File: config.mk
export PLATFORM = sky130hd
export DESIGN_NAME = pcg_clock_gen
export DESIGN_NICKNAME = d
export VERILOG_FILES = /design/src/logic/pcg_pkg.sv /design/src/logic/pcg_clock_gen.sv
export SDC_FILE = /design/constraint.sdc
export NUM_CORES = 1
export LEC_CHECK = 0
export BUFFER_PORTS_ARGS = -buffer_cell sky130_fd_sc_hd__buf_2
export CAP_MARGIN = 20
export CORE_MARGIN = 2
export CORE_UTILIZATION = 45
export CTS_BUF_LIST = sky130_fd_sc_hd__clkbuf_16
export DETAILED_ROUTE_END_ITERATION = 7
export PLACE_DENSITY_LB_ADDON = 0.15
export SYNTH_ARGS = -nofsm -noshare
export SYNTH_HDL_FRONTEND = slang
export SYNTH_SLANG_ARGS = --single-unit
export TNS_END_PERCENT = 1
File: constraint.sdc
create_clock -name i_clk -period 5.3 [get_ports i_clk]
set_clock_uncertainty 0.15 [all_clocks]
set_input_delay 1.06 -clock i_clk [delete_from_list [all_inputs] [get_ports i_clk]]
set_output_delay 1.06 -clock i_clk [all_outputs]
set_load 0.005 [all_outputs]
File: src/logic/pcg_pkg.sv
// constants and types shared by the pll and audio clock generator block
package pcg_pkg;
    // clocking of this logic
    localparam int CLK_PERIOD_NS = 40;
    localparam int LOCK_TIME_US = 500;
    localparam int LOCK_CYC = (LOCK_TIME_US * 1000 + CLK_PERIOD_NS - 1) / CLK_PERIOD_NS;
    localparam int LOCK_W = 20;
    localparam int REF_TO_CYC = 16;
    localparam int REF_IDLE_W = 5;
    // pll figures
    localparam int SYS_CLK_KHZ = 270336;
    localparam int REF_NOM_KHZ = 12288;
    localparam int PLL_MULT = SYS_CLK_KHZ / REF_NOM_KHZ;
    localparam int PLL_MULT_W = 5;
    // generator layout
    localparam int NUM_GEN = 3;
    localparam int DOM_PER_GEN = 5;
    localparam int NUM_DOM = NUM_GEN * DOM_PER_GEN;
    localparam int NARROW_W = 9;
    localparam int WIDE_W = 16;
    localparam int ACC_W = WIDE_W + 2;
    localparam int DIV_W = 4;
    localparam int THIRD_GEN = 1;
    localparam logic [1:0] THIRD_SKIP = 2'h2;
    localparam int FRAME_BASE = 512;
    localparam int FRM_W = 10;
    localparam int FRM_TOP = FRM_W - 1;
    localparam int BCLK_SEL_MAX = 4;
    // master clock output
    localparam logic [2:0] MCLK_PRE_DIV = 3'h4;

    typedef enum logic [1:0] {PCG_OFF, PCG_ACQ, PCG_LOCK} pcg_pll_e;

    typedef struct packed {
        logic num_wr;
        logic den_wr;
        logic [1:0] gen;
        logic [WIDE_W-1:0] val;
    } pcg_cfg_s;

    typedef struct packed {
        pcg_pll_e pll;
        logic ref_q;
        logic [REF_IDLE_W-1:0] ref_idle;
        logic [LOCK_W-1:0] lock_cnt;
        logic lock;
        logic core_en;
        logic [2:0] mclk_acc;
        logic mclk;
        logic osc_drive;
        logic [1:0] third;
        logic [NUM_GEN-1:0][WIDE_W-1:0] num;
        logic [NUM_GEN-1:0][WIDE_W-1:0] den;
        logic [NUM_GEN-1:0][ACC_W-1:0] acc;
        logic [NUM_GEN-1:0] tick;
        logic [NUM_GEN-1:0][DIV_W-1:0] div;
        logic [NUM_DOM-1:0][FRM_W-1:0] frm;
        logic [NUM_DOM-1:0] bclk;
        logic [NUM_DOM-1:0] lrclk;
    } pcg_state_s;
endpackage

File: src/logic/pcg_clock_gen.sv
// pll lock tracking, master clock output and three n/m audio clock generators
//
// Contract
// - all block clocks come from pll logic
// - core clock nominal and maximum 270.336 MHz
// - pll reference nominally 12.288 MHz
// - lock flag sets once pll is stable
// - lock typically within 500 us
// - three generators give fifteen audio rates
// - frame rate is fin times n over 512m
// - numerator and denominator written independently
// - generators one and two use nine bits
// - generator three uses sixteen bit ratio
// - generator two prescales input by two thirds
// - every domain gives bit and frame clock
// - 32 to 512 bit clocks per sample
// - master clock out is reference over 4 times n
`timescale 1ns/1ns
module pcg_clock_gen #(
    parameter int LOCK_CYC = pcg_pkg::LOCK_CYC
) (
    // clock and reset
    input wire logic i_clk,
    input wire logic i_sys_rst,
    // reference and pll control
    input wire logic i_ref_clk,
    input wire logic i_crystal_drive_in,
    input wire logic i_ref_sel_xtal,
    input wire logic i_pll_en,
    input wire logic [1:0] i_mclk_mul,
    // generator configuration
    input wire pcg_pkg::pcg_cfg_s i_cfg,
    input wire logic [pcg_pkg::NUM_DOM-1:0][2:0] i_bclk_ratio,
    // status and clocks
    output logic o_crystal_drive_out,
    output logic o_pll_lock,
    output logic o_core_clk_en,
    output logic o_mclk_out,
    output logic [pcg_pkg::NUM_DOM-1:0] o_bclk,
    output logic [pcg_pkg::NUM_DOM-1:0] o_lrclk
);
    pcg_pkg::pcg_state_s s_r;
    pcg_pkg::pcg_state_s s_nxt;

    logic ref_now;
    logic ref_edge;
    logic ref_lost;
    logic [2:0] mclk_sum;
    logic [pcg_pkg::ACC_W-1:0] sum;
    logic gen_en;
    logic [pcg_pkg::WIDE_W-1:0] cfg_val;
    logic [pcg_pkg::DIV_W-1:0] dmask;
    logic adv;
    int g;
    int k;
    int bsel;

    always_comb begin
        s_nxt = s_r;
        sum = '0;
        gen_en = 1'b0;
        cfg_val = i_cfg.val;
        dmask = '0;
        adv = 1'b0;
        g = 0;
        k = 0;
        bsel = 0;
        mclk_sum = '0;

        // reference source and activity watch
        ref_now = i_ref_sel_xtal ? i_crystal_drive_in : i_ref_clk;
        ref_edge = ref_now != s_r.ref_q;
        s_nxt.ref_q = ref_now;
        s_nxt.osc_drive = i_ref_sel_xtal & ~i_crystal_drive_in;
        ref_lost = !ref_edge &&
            (s_r.ref_idle == pcg_pkg::REF_IDLE_W'(pcg_pkg::REF_TO_CYC - 1));
        if (ref_edge) begin
            s_nxt.ref_idle = '0;
        end else if (!ref_lost) begin
            s_nxt.ref_idle = s_r.ref_idle + 1'b1;
        end

        // pll lock sequence
        case (s_r.pll)
            pcg_pkg::PCG_OFF: begin
                s_nxt.lock_cnt = '0;
                s_nxt.lock = 1'b0;
                if (i_pll_en) begin
                    s_nxt.pll = pcg_pkg::PCG_ACQ;
                end
            end
            pcg_pkg::PCG_ACQ: begin
                if (!i_pll_en) begin
                    s_nxt.pll = pcg_pkg::PCG_OFF;
                end else if (ref_lost) begin
                    s_nxt.lock_cnt = '0;
                end else if (s_r.lock_cnt == pcg_pkg::LOCK_W'(LOCK_CYC - 1)) begin
                    s_nxt.pll = pcg_pkg::PCG_LOCK;
                    s_nxt.lock = 1'b1;
                end else begin
                    s_nxt.lock_cnt = s_r.lock_cnt + 1'b1;
                end
            end
            pcg_pkg::PCG_LOCK: begin
                if (!i_pll_en || ref_lost) begin
                    s_nxt.pll = i_pll_en ? pcg_pkg::PCG_ACQ : pcg_pkg::PCG_OFF;
                    s_nxt.lock = 1'b0;
                    s_nxt.lock_cnt = '0;
                end
            end
            default: begin
                s_nxt.pll = pcg_pkg::PCG_OFF;
                s_nxt.lock = 1'b0;
            end
        endcase
        // core runs at PLL_MULT times the reference once locked
        s_nxt.core_en = s_nxt.lock;

        // master clock output: reference / 4 * (mul + 1)
        if (!i_pll_en) begin
            s_nxt.mclk_acc = '0;
            s_nxt.mclk = 1'b0;
        end else if (ref_edge) begin
            mclk_sum = s_r.mclk_acc + {1'b0, i_mclk_mul} + 3'h1;
            if (mclk_sum >= pcg_pkg::MCLK_PRE_DIV) begin
                s_nxt.mclk_acc = mclk_sum - pcg_pkg::MCLK_PRE_DIV;
                s_nxt.mclk = ~s_r.mclk;
            end else begin
                s_nxt.mclk_acc = mclk_sum;
            end
        end

        // ratio storage, narrow units keep nine bits
        if (i_cfg.gen < 2'(pcg_pkg::NUM_GEN)) begin
            if (i_cfg.gen != 2'(pcg_pkg::NUM_GEN - 1)) begin
                cfg_val = {{(pcg_pkg::WIDE_W - pcg_pkg::NARROW_W){1'b0}},
                    i_cfg.val[pcg_pkg::NARROW_W-1:0]};
            end
            if (i_cfg.num_wr) begin
                s_nxt.num[i_cfg.gen] = cfg_val;
            end
            if (i_cfg.den_wr) begin
                s_nxt.den[i_cfg.gen] = cfg_val;
            end
        end

        // two-thirds prescale for the second unit
        if (!s_nxt.lock || s_r.third == pcg_pkg::THIRD_SKIP) begin
            s_nxt.third = '0;
        end else begin
            s_nxt.third = s_r.third + 1'b1;
        end

        // n/m accumulators tick at 1024 x frame rate
        for (g = 0; g < pcg_pkg::NUM_GEN; g++) begin
            gen_en = s_r.lock &&
                (g != pcg_pkg::THIRD_GEN || s_r.third != pcg_pkg::THIRD_SKIP);
            sum = s_r.acc[g] + {1'b0, s_r.num[g], 1'b0};
            s_nxt.tick[g] = 1'b0;
            if (!gen_en || s_r.den[g] == '0) begin
                s_nxt.acc[g] = s_r.lock ? s_r.acc[g] : '0;
            end else if (sum >= pcg_pkg::ACC_W'(s_r.den[g])) begin
                s_nxt.tick[g] = 1'b1;
                sum = sum - pcg_pkg::ACC_W'(s_r.den[g]);
                s_nxt.acc[g] = (sum >= pcg_pkg::ACC_W'(s_r.den[g])) ? '0 : sum;
            end else begin
                s_nxt.acc[g] = sum;
            end
            if (!s_r.lock) begin
                s_nxt.div[g] = '0;
            end else if (s_r.tick[g]) begin
                s_nxt.div[g] = s_r.div[g] + 1'b1;
            end
        end

        // five power-of-two fractions per unit, bit and frame from one count
        for (int d = 0; d < pcg_pkg::NUM_DOM; d++) begin
            g = d / pcg_pkg::DOM_PER_GEN;
            k = d % pcg_pkg::DOM_PER_GEN;
            dmask = pcg_pkg::DIV_W'((1 << k) - 1);
            adv = s_r.tick[g] && ((s_r.div[g] & dmask) == dmask);
            bsel = (i_bclk_ratio[d] > 3'(pcg_pkg::BCLK_SEL_MAX)) ?
                0 : pcg_pkg::BCLK_SEL_MAX - int'(i_bclk_ratio[d]);
            if (!s_nxt.lock) begin
                s_nxt.frm[d] = '0;
            end else if (adv) begin
                s_nxt.frm[d] = s_r.frm[d] + 1'b1;
            end
            s_nxt.bclk[d] = s_nxt.lock & s_nxt.frm[d][bsel];
            s_nxt.lrclk[d] = s_nxt.lock & s_nxt.frm[d][pcg_pkg::FRM_TOP];
        end
    end

    always_ff @(posedge i_clk) begin
        if (i_sys_rst) begin
            s_r <= '0;
        end else begin
            s_r <= s_nxt;
        end
    end

    assign o_crystal_drive_out = s_r.osc_drive;
    assign o_pll_lock = s_r.lock;
    assign o_core_clk_en = s_r.core_en;
    assign o_mclk_out = s_r.mclk;
    assign o_bclk = s_r.bclk;
    assign o_lrclk = s_r.lrclk;

    for (genvar d = 0; d < pcg_pkg::NUM_DOM; d++) begin : g_dom_chk

    end
endmodule // pcg_clock_gen

==> results of run 1 <==
## flip-flops by register name, indices dropped and copies added (netlist names)
signal / flops
o_mclk_out: 1
s_r: 333
o_bclk: 15
o_crystal_drive_out: 1
o_core_clk_en: 1
o_lrclk: 14
## area by class of cell
cell class	count	area [µm²]	share of cell area, %
well taps	680	851	3.23
diodes	2	5.00	0.0190
inverters	197	739	2.81
clock buffers	45	1130	4.28
repair buffers	170	1030	3.93
flip-flops and latches	365	7310	27.8
multi-input cells	2247	15000	57.0
clock inverters	31	250	0.951
## worst register-to-register path: cells and delay by family (launching register included)
| family | cells | cell delay (ns) |
|---|---|---|
| AOI/OAI and AO/OA | 15 | 2.67 |
| adders and majority gates | 4 | 0.95 |
| and+or+nand+nor | 5 | 0.50 |
| buffers and inverters | 3 | 0.35 |
| DFF | 1 | 0.33 |
| xor gates and xnor gates | 2 | 0.26 |
## path summary, 6_finish.rpt
path | startpoint | end | depth (start not counted)
setup reg to reg | s_r[297] | s_r[199] | 29
setup / recovery | s_r[297] | s_r[199] | 29
hold reg to reg | s_r[345] | s_r[345] | 1
hold / removal | s_r[345] | s_r[345] | 1
## what timing repair did
item,CTS,global route
gates resized for setup,22,50
hold endpoints to repair,0,0
pin swaps,21,33
endpoints found under the setup margin,23,48
cloned,0,1
buffers inserted,5,5
## per-layer routing
metal / GRT usage, % / vias to the layer above
met5: 0 / -
met4: 6.05 / 0
met3: 2.87 / 81
met2: 36.4 / 384
met1: 28.5 / 9816
li1: - / 10600
## report_power, final
part | leakage, µW | switching (µW) | internal (µW)
clock | 0.000704 | 1200 | 1730
combinational | 0.00706 | 679 | 513
sequential | 0.00295 | 18.7 | 2770
total | 0.0107 | 1900 | 5010
## cell usage in the layout (no fill, tap or decap), types with 20 or more instances in the layout
master     instances
dfxtp_1          362
nand2_1          315
nor2_1           309
a21oi_1          206
inv_1            203
ha_1             183
xnor2_1          133
nand3_1          123
o21ai_0          110
xor2_1           105
buf_2            105
and3_1            67
buf_4             60
a21o_1            49
nand4_1           47
clkbuf_16         45
nor3_1            42
mux2i_1           35
o22ai_1           34
a211oi_1          32
nand2b_1          26
nor2b_1           21
a22oi_1           21
o211ai_1          20
## cell families after synthesis
logic type,count (synthesis)
mux,45
compound gates,706
flops,365
xor+xnor,245
simple gates,1054
buf+inv,323
fa+ha+maj,196
## stage by stage
step / setup TNS (ns) / util [%] / instance area [µm²]
after detailed placement: -2.27 / 47.8 / 24500
after CTS: -0.0210 / 50.7 / 26000
after global placement: -0.639 / 47.8 / 24500
final: -0.0890 / 51.3 / 26300
after floorplan: 0 / - / 23300
after global routing: -6.50 / 51.3 / 26300
==> impl.org, run 1 <==
** Status
- Outcome :: finished with violations
- Violated checks :: negative setup slack

** Timing
- Transition at the pin with the smallest max-transition slack :: approximately 1.2 ns
- The count of final max-slew check failures came to 0.
- Clock period minus final worst setup slack :: 5.32 ns
- Setup violations remaining at the end of the flow were counted as 9.
- Based on the critical path, the design can be clocked at up to about 190 MHz.
- Hold timing on the final database bottoms out at a slack of approximately 0.27 ns.
- In the post-route analysis, the smallest setup slack over all paths is -0.0190 ns.
- Worst-case headroom to the max-slew limit :: between 20% and 30%
- In the finished design, the share of the clock period the worst path needs comes to 100%.
- The final number of hold-violating endpoints is 0.
- Setup repair after global routing could not meet its margin everywhere.

** Yosys
- Simple-gate share of the synthesized area :: a little over a fifth
- In the post-synthesis netlist, the biggest area contributors are dfxtp_1 31%, ha_1 10%, xnor2_1 5.1%, nand2_1 5.1%, nor2_1 5.0%.
- Summed over all instances, the cell type with the most area after synthesis is dfxtp_1.
- In the synthesized netlist the dominant register cell turns out to be dfxtp_1.
- The synthesized netlist occupies a cell area of about 23000 µm².
- After synthesis, the largest family of logic cells by area is simple AND/OR/NAND/NOR gates.
- Sequential element share of the synthesized area :: a little under a third
- The synthesized netlist devotes approximately a fifth of its cell area to compound gates.
- Post-synthesis adder-cell area fraction :: between 10% and 20%
- Syn Nets :: ~3200
- Share of Yosys cell area claimed by the top area cell type :: between 30% and 40%
- Post-synthesis mux area share :: under 10%
- A synthesized cell averages ~8.0 µm².
- Xor/xnor share of the synthesized area :: 9.29%
- Most instantiated library cell after synthesis :: dfxtp_1
- The synthesized design contains about 370 register bits.
- Yosys mapped a number of flops with a built-in enable equal to 0.
- The commonest cells after synthesis are 365 x dfxtp_1, 315 x nand2_1, 309 x nor2_1.
- Fraction of registers with async set/reset :: 0%
- Yosys warning count :: 0
- Synthesis produced a netlist whose cell count is approximately 3000.
- Counting distinct cell types in the post-synthesis netlist gives approximately 90.

** Die
- The die is 232 µm tall.
- The region available for standard cell placement spans between 50000 and 60000 µm².
- Number of primary I/O pins :: around 110
- Starting density of the core :: between 40% and 50%
- From left edge to right edge, the die measures ~230 µm.
- Die Area :: between 50000 and 60000 µm²
- Site Rows :: 83

** Detailed routing
- The first TritonRoute pass finished after 5 iterations.
- Detailed routing inserted a total of approximately 21000 vias.
- Post-route DRC violation count :: 0
- The routed design uses between 2 and 2.5 mm of met3 wire.
- Count of routing violations after the opening detailed-route iteration :: between 1000 and 1500
- Wire length on met2 :: between 20 and 30 mm
- For this block, wires on met1 add up to 27.9 mm.
- Post-DR vias/cell :: approximately 5.6
- In the final routed layout, each cell accounts on average for approximately 16 µm.
- The detail route stage leaves a number of antenna-violating nets equal to 0.
- The routed design has between 50 and 60 mm of wire.
- Signal routing reaches up to met4.

** Cells and area
- In the final layout, the share of cells above drive strength 1 is a little over a tenth.
- Number of non-filler instances in the completed layout :: 3737
- Relative to the synthesized area, the layout overhead comes to 12.7%.
- Total number of nets in the final design :: between 3000 and 4000
- The layout has between 4000 and 5000 filler cells.

** CTS
- At the later pin of the worst-skew pair, clock insertion delay measures around 0.57 ns.
- The clock drives between 300 and 400 sinks.
- The number of clock buffers added by TritonCTS is 44.
- After clock tree synthesis, the clock-pin slew on the worst setup and hold paths is roughly 0.06 ns.
- Hold-fix buffers, CTS :: 0
- The clock tree synthesis step divided the H-tree into 2 levels.
- TritonCTS clock tree :: yes
- CTS placed an instance of clkbuf_16 at the clock tree root.
- Clock buffer depth :: 3

** Setup path
- Worst setup path category :: reg2reg
- Element type at the critical path end :: register
- By instance count, the cell type seen most on the critical path is a21oi_2.
- Setup slack on the worst reg-to-reg path comes out at -0.02 ns.
- Data required, critical path :: 5.59 ns
- Broken down by cell family, the worst path's largest delay share belongs to compound AO/OA/AOI/OAI gates.
- Counting both buffers and inverters, the worst setup path holds a total of 3.
- Longest individual stage delay on the worst path :: between 0.3 and 0.4 ns
- CP Data Arrival Time :: about 5.6 ns
- Maximum fanout count along the critical path :: 8
- STA classifies the critical path startpoint as a register.
- The slowest stage of the critical path is the dfxtp_2 cell.

** Run
- The tool flagged a number of max-cap violations equal to 0.

** Global routing
- Pin count of the biggest net entering global routing :: a little under 80
- Vias in the first global route :: between 15000 and 20000
- The total overflow left after global routing is 0.
- For this run, the total global-route usage over all layers was measured as 21.5%.
- The first global-routing pass estimated approximately 96 mm of wire.
- The initial antenna violation count was 2.

** Power and ir drop
- Standby leakage power :: approximately 0.011 µW
- Sum of internal, switching and leakage power :: between 6000 and 7000 µW
- Power Density :: 262 nW/µm²
- IR analysis of the VDD net gives a maximum drop of 0.000223 V.

** Placement
- Port Buffers :: between 100 and 150
- DPL Wire Length :: between 40 and 50 mm
- Final weighted congestion in routability-driven placement :: 0.897
- The number of placed instances, taps included, is around 3600.
- Placement Setup Slack :: -0.191 ns

** Hold path
- Hold Path Class :: reg2reg
No activity file was read; power rests on OpenSTA's default activity.
==> inputs of run 2 (changes only) <==
--- a/config.mk
+++ b/config.mk
@@ -12,6 +12,7 @@
 export CTS_BUF_LIST = sky130_fd_sc_hd__clkbuf_16
 export DETAILED_ROUTE_END_ITERATION = 7
 export PLACE_DENSITY_LB_ADDON = 0.15
+export SETUP_SLACK_MARGIN = 0.05
 export SYNTH_ARGS = -nofsm -noshare
 export SYNTH_HDL_FRONTEND = slang
 export SYNTH_SLANG_ARGS = --single-unit
==> run 2 against run 1 <==
  * The flow still finishes with violations (negative setup slack)
  * Sequential power about the same
  * Hold slack better by 0.0012 ns
  * Sequential cell count unchanged
  * Fmax increased by 0.33%
  * First-iteration DRC count rose by 1.1%
  * Register-to-register slack better by 0.02 ns
==> impl.org, run 2 (synthesized netlist as in run 1, its figures left out) <==
** Placement
- Port Buffers :: 106
- Once detailed placement completed, the half-perimeter wirelength came to roughly 44 mm.
- Placement Setup Slack :: -0.191 ns
- Final weighted congestion in routability-driven placement :: 0.897
- Once placement finished, the instance area stood at roughly 25000 µm².

** Timing
- Sum of negative setup slack :: -0.00241 ns
- The final number of hold-violating endpoints came to 0.
- The count of final max-slew check failures came to 0.
- After layout, the minimum clock period comes to roughly 5.3 ns.
- Period utilisation layout :: 100%
- Worst-case headroom to the max-slew limit :: a little under a quarter
- At the pin with the least slew margin, the transition time is about 1.1 ns.
- Setup repair after global routing missed its margin :: true
- Setup violations remaining at the end of the flow were counted as 2.
- Setup slack after layout :: -0.00127 ns
- Achievable frequency :: between 150 and 200 MHz

** Power and ir drop
- Worst supply voltage drop on vdd :: around 0.00022 V
- In this run the power density over the cells is around 260 nW/µm².
- Standby leakage power :: between 0.01 and 0.015 µW

** Setup path
- Of all nets on the critical path, the largest fanout is 3.
- Data on the critical path is required at its endpoint by between 5 and 6 ns.
- CP Data Arrival Time :: 5.55 ns
- The worst setup path is launched from a register.
- Cell with the largest stage delay on the worst path :: dfxtp_2
- Worst setup path category :: reg2reg
- Element type at the critical path end :: register
- Dominant cell type by count on the critical path :: a21oi_2
- Longest individual stage delay on the worst path :: between 0.3 and 0.4 ns

** Detailed routing
- Vias post-DR :: roughly 21000
- In the final routed layout, each cell accounts on average for roughly 16 µm.
- Once detail routing completed, the nets flagged for antenna violations numbered 0.
- In this run, the number of DRC markers left after iteration 0 of detailed routing was about 1300.
- Post-route DRC violation count :: 0
- The first detailed-routing pass ran for 6 iterations.
- Post-DR vias/cell :: 5.57
- For this block, the routed nets add up to 58.9 mm of wire.

** Cells and area
- Total number of nets in the final design :: 3295
- The register with the most flip-flops in the layout has ~330 of them.
- Multi-input gate area in the final layout :: approximately 15000 µm²
- Counting flops per register, the top entry is s_r.
- After filler insertion, the fill cell instance count of the layout stands at approximately 5000.
- Area added between synthesis and finish :: 12.8%
- Cells with a size suffix above 1 make up about a tenth of the layout.
- Most frequent standard cell in the layout excluding fill and tap cells :: dfxtp_1
- Reg area :: 7310 µm²
- Measured on the finished design, the core utilization comes to around half.
- With fillers left out, the area of the finished cells amounts to between 20000 and 30000 µm².
- Commonest cells after routing, fill and taps aside :: 362 x dfxtp_1, 315 x nand2_1, 309 x nor2_1

** Die
- Measured along the y axis, the die boundary spans approximately 230 µm.
- For this configuration, the core starts out at a cell density of 45.5%.
- In this run the standard cell core region covers 51300 µm².
- The die covers 53700 µm².
- The floorplan has 83 rows.
- Number of primary I/O pins :: approximately 110
- Measured along the x axis, the die boundary spans between 200 and 250 µm.

** CTS
- The clock passes through at most 3 buffers.
- TritonCTS clock tree :: yes
- Hold-fix buffers, CTS :: 0
- Number of buffers added by the clock tree synthesis step :: 44
- Clock Sink Count :: approximately 370
- Clock-pin slew reported for the worst setup and hold paths after clock tree synthesis :: about 0.06 ns
- The tree is rooted in a clkbuf_16.
- CTS built an H-tree with a depth of 2.
- For the worst-skew pair, the clock arrives at the later sink with an insertion delay of between 0.5 and 0.6 ns.

** Global routing
- GRT Overall Usage :: 21.5%
- The first global-routing pass estimated roughly 97 mm of wire.
- Pin count of the biggest net entering global routing :: 79
- Remaining global-route overflow :: 0
- The initial antenna violation count was 2.
- Vias in the first global route :: about 20000

** Run
- Number of max-cap violations :: 0

** Status
- The flow ran to the end, but the final reports show violations.
- The checks that failed: negative setup slack.

** Hold path
- Hold Path Class :: reg2reg
run 2: worst max-delay path: cells and delay by family, from the launching register on:
family,cells,cell delay [ns]
simple gates,5,0.63
fa+ha+maj,4,0.95
flops,1,0.33
compound gates,15,2.44
xor+xnor,2,0.26
buf+inv,3,0.36
run 2: routing by layer:
metal / up-vias / routed length (µm) / track usage [%]
met5: - / 0 / 0
met4: 0 / 1190 / 6.05
met3: 74 / 2480 / 2.87
met2: 406 / 27700 / 36.5
met1: 9794 / 27600 / 28.6
li1: 10600 / - / -
run 2: worst paths after layout:
path / slack [ns] / startpoint / depth (start not counted) / end
hold / removal: 0.27 / s_r[345] / 1 / s_r[345]
setup / recovery: -0.001 / s_r[297] / 29 / s_r[198]
hold reg to reg: 0.27 / s_r[345] / 1 / s_r[345]
setup reg to reg: -0.001 / s_r[297] / 29 / s_r[198]
run 2: layout make-up:
cell class / instances / area share (%)
inverter: 197 / 2.81
multi-input combinational: 2247 / 57.0
timing repair buffer: 171 / 3.96
clock inverter: 31 / 0.951
antenna: 2 / 0.0190
sequential: 365 / 27.8
tap: 680 / 3.23
clock buffer: 45 / 4.28
run 2: metrics by stage:
stage,cells,hold WS [ns],total power (µW)
floorplan,2934,0.251,3610
global placement,3646,0.259,3930
detailed placement,3646,0.262,3950
CTS,3729,0.270,6940
global route,3737,0.285,7250
finish,3738,0.270,6910
run 2: repair_timing:
action | in CTS | in global routing
pin swaps | 31 | 28
gates resized for setup | 24 | 47
gates cloned | 1 | 0
endpoints found under the setup margin | 26 | 48
hold endpoints to repair | 0 | 0
setup buffers | 6 | 5
run 2: report_power, final:
part	switching (µW)	total (µW)	internal (µW)
Clock	1200	2920	1730
Combinational	683	1200	515
Sequential	18.7	2790	2770
Total	1900	6910	5010
